[config.mk]
export PLATFORM = sky130hd
export DESIGN_NAME = rdov_top
export DESIGN_NICKNAME = d
export VERILOG_FILES = /design/src/rdov_pkg.sv /design/src/rdov_tmr_if.sv /design/src/rdov_timer.sv /design/src/rdov_top.sv
export SDC_FILE = /design/constraint.sdc
export NUM_CORES = 1
export LEC_CHECK = 0
export ABC_AREA = 1
export ABC_CLOCK_PERIOD_IN_PS = 2850
export BUFFER_PORTS_ARGS = -buffer_cell sky130_fd_sc_hd__buf_2
export CAP_MARGIN = 40
export CORE_UTILIZATION = 34
export CTS_BUF_LIST = sky130_fd_sc_hd__clkbuf_16
export DETAILED_ROUTE_END_ITERATION = 6
export GPL_TIMING_DRIVEN = 0
export PLACE_DENSITY = 0.47
export SYNTH_ARGS = -nofsm -noshare
export SYNTH_HDL_FRONTEND = slang
export SYNTH_SLANG_ARGS = --single-unit
[constraint.sdc]
create_clock -name clk_sys -period 2.85 [get_ports clk_sys]
set_input_delay 0.4275 -clock clk_sys [delete_from_list [all_inputs] [get_ports clk_sys]]
set_output_delay 0.4275 -clock clk_sys [all_outputs]
set_load 0.01 [all_outputs]
[src/rdov_pkg.sv]
`default_nettype none

package rdov_pkg;

	// ****************************************************************
	// Types.
	// ****************************************************************
	typedef enum logic {RDOV_OPER_OFF, RDOV_OPER_ON} rdov_oper_t;
	typedef enum logic [1:0] {RDOV_ST_IDLE, RDOV_ST_TIMING, RDOV_ST_TRIPPED} rdov_state_t;

	// ****************************************************************
	// Widths.
	// ****************************************************************
	localparam int VOLT_W = 16;
	localparam int PCT_W = 6;
	localparam int RATIO_W = 4;
	localparam int DELAY_W = 16;
	localparam int PRESC_W = 17;

	// ****************************************************************
	// Setting ranges and defaults.
	// ****************************************************************
	localparam logic [PCT_W-1:0] THR_MIN = 6'h02;
	localparam logic [PCT_W-1:0] THR_MAX = 6'h3c;
	localparam logic [PCT_W-1:0] THR_DEF = 6'h1e;
	localparam logic [RATIO_W-1:0] RATIO_MIN = 4'h1;
	localparam logic [RATIO_W-1:0] RATIO_MAX = 4'ha;
	localparam logic [RATIO_W-1:0] RATIO_DEF = 4'h5;
	localparam logic [DELAY_W-1:0] DELAY_MAX = 16'hea60;
	localparam logic [DELAY_W-1:0] DELAY_DEF = 16'h0064;
	localparam rdov_oper_t OPER_DEF = RDOV_OPER_ON;
	localparam logic START_ONLY_DEF = 1'h0;

	// ****************************************************************
	// Scaling. The voltage input counts hundredths of a percent.
	// ****************************************************************
	localparam logic [6:0] PCT_FULL = 7'h64;
	localparam logic [6:0] VOLT_SCALE = 7'h64;

	// ****************************************************************
	// Timing.
	// ****************************************************************
	localparam int MS_NS = 1000000;
	localparam int CLK_PERIOD_NS = 8;
	localparam int MS_CYCLES = MS_NS / CLK_PERIOD_NS;

endpackage : rdov_pkg

`default_nettype wire

[src/rdov_tmr_if.sv]
`default_nettype none

interface rdov_tmr_if;
	logic run;
	logic [rdov_pkg::DELAY_W-1:0] delay_ms;
	logic done;
	logic [rdov_pkg::DELAY_W-1:0] elapsed_ms;

	modport ctrl (output run, output delay_ms, input done, input elapsed_ms);
	modport timer (input run, input delay_ms, output done, output elapsed_ms);
endinterface : rdov_tmr_if

`default_nettype wire

[src/rdov_timer.sv]
`default_nettype none

module rdov_timer #(
	parameter int unsigned CYCLES_PER_MS = rdov_pkg::MS_CYCLES
) (
	input wire logic clk_sys,
	input wire logic sys_rst,
	rdov_tmr_if.timer bus
);

	logic [rdov_pkg::PRESC_W-1:0] presc_reg;
	logic [rdov_pkg::PRESC_W-1:0] presc_next;
	logic [rdov_pkg::DELAY_W-1:0] elapsed_reg;
	logic [rdov_pkg::DELAY_W-1:0] elapsed_next;
	logic done_reg;
	logic done_next;
	logic ms_tick;

	// ****************************************************************
	// Millisecond prescaler and elapsed time counter.
	// ****************************************************************
	always_comb
	begin
		ms_tick = bus.run && (presc_reg == rdov_pkg::PRESC_W'(CYCLES_PER_MS - 1));
		if (!bus.run || ms_tick)
		begin
			presc_next = '0;
		end
		else
		begin
			presc_next = presc_reg + rdov_pkg::PRESC_W'(1);
		end
		if (!bus.run)
		begin
			elapsed_next = '0;
		end
		else if (ms_tick && (elapsed_reg != '1))
		begin
			elapsed_next = elapsed_reg + rdov_pkg::DELAY_W'(1);
		end
		else
		begin
			elapsed_next = elapsed_reg;
		end
		done_next = bus.run && (elapsed_next >= bus.delay_ms);
	end

	always_ff @(posedge clk_sys or posedge sys_rst)
	begin
		if (sys_rst)
		begin
			presc_reg <= '0;
			elapsed_reg <= '0;
			done_reg <= 1'b0;
		end
		else
		begin
			presc_reg <= presc_next;
			elapsed_reg <= elapsed_next;
			done_reg <= done_next;
		end
	end

	assign bus.done = done_reg;
	assign bus.elapsed_ms = elapsed_reg;

endmodule : rdov_timer

`default_nettype wire

[src/rdov_top.sv]
`default_nettype none

module rdov_top #(
	parameter int unsigned CYCLES_PER_MS = rdov_pkg::MS_CYCLES
) (
	input wire logic clk_sys,
	input wire logic sys_rst,
	input wire logic [rdov_pkg::VOLT_W-1:0] residual_voltage_rms,
	input wire rdov_pkg::rdov_oper_t operation_switch,
	input wire logic [rdov_pkg::PCT_W-1:0] start_threshold_pct,
	input wire logic [rdov_pkg::RATIO_W-1:0] dropoff_ratio_pct,
	input wire logic [rdov_pkg::DELAY_W-1:0] trip_delay_ms,
	input wire logic start_only_select,
	input wire logic block_input,
	output logic start_flag,
	output logic trip_flag,
	output logic general_start_out,
	output logic general_trip_out
);

	// ****************************************************************
	// Declarations.
	// ****************************************************************
	logic fn_enabled;
	logic [rdov_pkg::PCT_W-1:0] thr_eff;
	logic [rdov_pkg::RATIO_W-1:0] ratio_eff;
	logic [rdov_pkg::DELAY_W-1:0] delay_eff;
	logic [rdov_pkg::VOLT_W-1:0] thr_level;
	logic [rdov_pkg::VOLT_W-1:0] drop_level;
	logic above_thr;
	logic below_drop;

	rdov_pkg::rdov_state_t state_reg;
	rdov_pkg::rdov_state_t state_next;
	logic start_reg;
	logic start_next;
	logic trip_reg;
	logic trip_next;
	logic gen_start_reg;
	logic gen_start_next;
	logic gen_trip_reg;
	logic gen_trip_next;

	rdov_tmr_if tmr ();

	// ****************************************************************
	// Setting limits and comparison levels.
	// ****************************************************************
	always_comb
	begin
		if (start_threshold_pct < rdov_pkg::THR_MIN)
		begin
			thr_eff = rdov_pkg::THR_MIN;
		end
		else if (start_threshold_pct > rdov_pkg::THR_MAX)
		begin
			thr_eff = rdov_pkg::THR_MAX;
		end
		else
		begin
			thr_eff = start_threshold_pct;
		end
		if (dropoff_ratio_pct < rdov_pkg::RATIO_MIN)
		begin
			ratio_eff = rdov_pkg::RATIO_MIN;
		end
		else if (dropoff_ratio_pct > rdov_pkg::RATIO_MAX)
		begin
			ratio_eff = rdov_pkg::RATIO_MAX;
		end
		else
		begin
			ratio_eff = dropoff_ratio_pct;
		end
		if (trip_delay_ms > rdov_pkg::DELAY_MAX)
		begin
			delay_eff = rdov_pkg::DELAY_MAX;
		end
		else
		begin
			delay_eff = trip_delay_ms;
		end
		thr_level = rdov_pkg::VOLT_W'(thr_eff) * rdov_pkg::VOLT_W'(rdov_pkg::VOLT_SCALE);
		drop_level = rdov_pkg::VOLT_W'(thr_eff)
			* rdov_pkg::VOLT_W'(rdov_pkg::PCT_FULL - 7'(ratio_eff));
		above_thr = residual_voltage_rms > thr_level;
		below_drop = residual_voltage_rms < drop_level;
		fn_enabled = (operation_switch == rdov_pkg::RDOV_OPER_ON) && !block_input;
	end

	// ****************************************************************
	// Delay timer.
	// ****************************************************************
	// Timing runs only while started and enabled, so loss of either clears it.
	assign tmr.run = (state_reg != rdov_pkg::RDOV_ST_IDLE) && fn_enabled;
	assign tmr.delay_ms = delay_eff;

	rdov_timer #(
		.CYCLES_PER_MS(CYCLES_PER_MS)
	) i_rdov_timer (
		.clk_sys(clk_sys),
		.sys_rst(sys_rst),
		.bus(tmr)
	);

	// ****************************************************************
	// Characteristic and decision logic.
	// ****************************************************************
	always_comb
	begin
		state_next = state_reg;
		case (state_reg)
			rdov_pkg::RDOV_ST_IDLE:
			begin
				if (fn_enabled && above_thr)
				begin
					state_next = rdov_pkg::RDOV_ST_TIMING;
				end
			end
			rdov_pkg::RDOV_ST_TIMING:
			begin
				if (!fn_enabled || below_drop)
				begin
					state_next = rdov_pkg::RDOV_ST_IDLE;
				end
				else if (tmr.done)
				begin
					state_next = rdov_pkg::RDOV_ST_TRIPPED;
				end
			end
			rdov_pkg::RDOV_ST_TRIPPED:
			begin
				if (!fn_enabled || below_drop)
				begin
					state_next = rdov_pkg::RDOV_ST_IDLE;
				end
			end
			default:
			begin
				state_next = rdov_pkg::RDOV_ST_IDLE;
			end
		endcase
		start_next = state_next != rdov_pkg::RDOV_ST_IDLE;
		trip_next = state_next == rdov_pkg::RDOV_ST_TRIPPED;
		gen_start_next = start_next;
		gen_trip_next = trip_next && !start_only_select;
	end

	always_ff @(posedge clk_sys or posedge sys_rst)
	begin
		if (sys_rst)
		begin
			state_reg <= rdov_pkg::RDOV_ST_IDLE;
			start_reg <= 1'b0;
			trip_reg <= 1'b0;
			gen_start_reg <= 1'b0;
			gen_trip_reg <= 1'b0;
		end
		else
		begin
			state_reg <= state_next;
			start_reg <= start_next;
			trip_reg <= trip_next;
			gen_start_reg <= gen_start_next;
			gen_trip_reg <= gen_trip_next;
		end
	end

	assign start_flag = start_reg;
	assign trip_flag = trip_reg;
	assign general_start_out = gen_start_reg;
	assign general_trip_out = gen_trip_reg;
endmodule : rdov_top

`default_nettype wire

==> impl_results.md <==
- # DRC: 0
- Min Tclk post-route: 5420 ps
- Fmax: 185 MHz
- DR vias: 4707
- Fraction of registers with async set/reset: 100%
- Status: finished with violations
- Slew Viols, Final: 0
- 1st-pass router iterations: 4
- Tcrit/Tclk final: 190%
- CP Buf/Inv Count: 7
- WS Path Type: primary input to flip-flop
- Global-route usage over all layers: 16.5%
- Register area: 978 um2
- PortBufs: 49
- Syn avg cell area: 7.51 um2
- Fin Setup TNS: -12700 ps
- DP Worst Slack: -3300 ps
- Clk sinks: 39
- Most frequent CP cell: nand2_1
- H-tree depth: 2
- Global-route wire length before repair: 21.5 mm
- WP data required: 3020 ps
- Worst-path fanout max: 5
- Core Box Area: 15100 um2
- Distinct cells, synth: 46
- Seq/Total Area, Yosys: 18.6%
- CP Capture Type: flip-flop
- Initial antenna violation count: 0
- Synth Flop Type: dfrtp_1
- VDD IR max: 0.272 mV
- Hold Crit Class: primary input to flip-flop
- Worst-path clk slew: 60 ps
- Worst-skew pair later-pin latency: 280 ps
- # setup viols final: 5
- Routability Congestion: 0.868
- Fillers: 1560
- Hold WS: 291 ps
- Leak: 3.25 nW
- Cell Count, Final, Fillers Out: 967
- Wirelength per Cell: 13.0 um
- Layout cells sized above 1: 21.6%
- Cell family with the largest share of critical-path delay: adder cells
- Biggest area consumer among synthesized cells: ha_1
- Crit start category: primary input
- Diode count: 0
- Post-DRT Antenna Nets: 0
- Die height: 126 um
- Vias/cell: 4.87
- Critical R2R Launch: i_rdov_timer.presc_reg[1]
- Final nets: 948
- Area of the multi-input gates: 4090 um2
- Number of synthesized register bits: 39
- Vias in the first global route: 4787
- Unrepaired setup endpoints after global routing: yes
- Io pins: 51
- Placed Instances: 936
- Cell Area, Synth: 5240 um2
- Synth warn: 0
- GRT overflow: 0
- Initial Util: 34.6%
- Failing checks: setup timing
- DR iter-0 viols: 162
- CP max stage delay: 510 ps
- Die area: 15900 um2
- Hold_sp: start_only_select
- Largest register FFs: 17
- CP max-delay cell: fa_1
- Synth Instances: 698
- CTS max path bufs: 2
- Syn-to-layout area delta: 22.4%
- Rows: 45
- Setup slack after layout: -2570 ps
- Inserted Clock Buffers: 5
- Root Buffer Master: clkbuf_16
- Max-cap violations: 0
- Clock skew: 6.73 ps
- Beginning of the critical path: dropoff_ratio_pct[3]
- Syn Nets: 868
- DPL Wire Length: 10.5 mm
- Die width: 126 um
- Largest net degree at the start of global routing: 38
- Top post-synthesis cells by area: ha_1 (25%), dfrtp_1 (19%), nand2_1 (8.9%)
- Post-synth top area share: 24.6%
- Post-synth EDFFs: 0
- Arr. time, crit path: 5590 ps
- Clock tree from TritonCTS: yes
- Worst slew pin tran: 652 ps
- Total Wirelength: 12.6 mm
- Final hold vios: 0
- Slew margin rel.: 56.1%
- Power Dens Cells: 464 nW/um2
worst register-to-register path, cell delays in order (launching register included):
cell and delay (ps):
dfrtp_1 380, ha_4 170, nand2_2 100, nor3_4 200
nand2_2 100, nor2_4 140, nand2_4 90, nor2_4 140
nand3_4 90, nor2_2 130, nand3_1 100, a21oi_2 170
ha_1 260, a21oi_1 130, o21ai_0 90, a21oi_1 130
nand3_1 120, nand2_1 80, inv_1 40
power by group:
group	internal, mW	switching, mW	total, mW
Combinational	0.859	1.03	1.89
Clock	0.315	0.216	0.531
Sequential	0.557	0.00213	0.559
placed cells by master (no fill, tap or decap), types with 13 or more instances in the layout:
master,instances
a21oi_1,43
buf_2,48
buf_4,23
dfrtp_1,37
fa_1,19
ha_1,93
inv_1,104
inv_2,13
nand2_1,117
nand3_1,20
nand4_1,14
nor2_1,71
nor3_1,18
xor2_1,14
synthesized netlist by cell type, types with 3 or more instances:
library cell  instances
a211oi_1              4
a21o_1                3
a21oi_1              45
a31oi_1               5
clkbuf_1              5
dfrtp_1              39
fa_1                 20
ha_1                103
inv_1               113
inv_2                 8
nand2_1             124
nand2_2               5
nand3_1              24
nand4_1              14
nor2_1               74
nor2_2                7
nor3_1               20
nor3b_1               6
nor4_1                6
o2111ai_1             3
o21ai_0              20
xnor2_1               6
xor2_1               14
final cells by class:
class,count,area share (%)
multi-input cells,530,63.8
clock inverters,3,0.176
plain buffers,8,0.566
clock buffers,5,1.95
well taps,188,3.67
repair buffers,73,7.20
flip-flops and latches,39,15.2
inverters,121,7.43
repair_timing:
item                       CTS  global route
buffers inserted            17             5
setup endpoints to repair    6             6
hold buffers                 1             0
hold endpoints to repair     2             0
resized for setup           38            21
cloned                       0             0
pin swaps                   36            28
kinds of logic (layout without fill, tap and decap cells):
| group | after synthesis | in the layout | share of synthesized area, % |
|---|---|---|---|
| XOR/XNOR | 20 | 20 | 3.34 |
| AND/OR/NAND/NOR | 297 | 297 | 26.6 |
| AO/OA/AOI/OAI | 90 | 90 | 9.86 |
| flip-flops | 39 | 39 | 18.6 |
| adder cells (fa/ha/maj) | 123 | 123 | 32.2 |
| buffers and inverters | 129 | 210 | 9.36 |
final timing paths:
kind                                             endpoint  slack, ps  depth (start not counted)
min reg2reg                     i_rdov_timer.presc_reg[7]        570                          2
min                                      general_trip_out        290                          2
max reg2reg                         i_rdov_timer.bus.done         90                         18
min in group asynchronous               general_start_out        550                          3
max in group asynchronous  i_rdov_timer.bus.elapsed_ms[3]       1880                          4
max                                     general_start_out      -2570                         32
stage by stage:
step	utilization (%)	instance area (um2)	total power, mW
2_1_floorplan	-	5340	1.76
3_3_place_gp	38.4	5820	2.09
3_5_place_dp	38.6	5840	2.12
4_1_cts	41.5	6280	2.85
5_1_grt	42.4	6420	3.28
6_report	42.4	6420	2.98
metal layers:
layer / global-route usage [%] / up-vias / wire, um
li1: - / 2465 / -
met1: 19.4 / 2186 / 5490
met2: 31.2 / 41 / 6630
met3: 1.15 / 15 / 178
met4: 5.60 / 0 / 305
met5: 0 / - / 0
(Power assumes the default switching activity.)
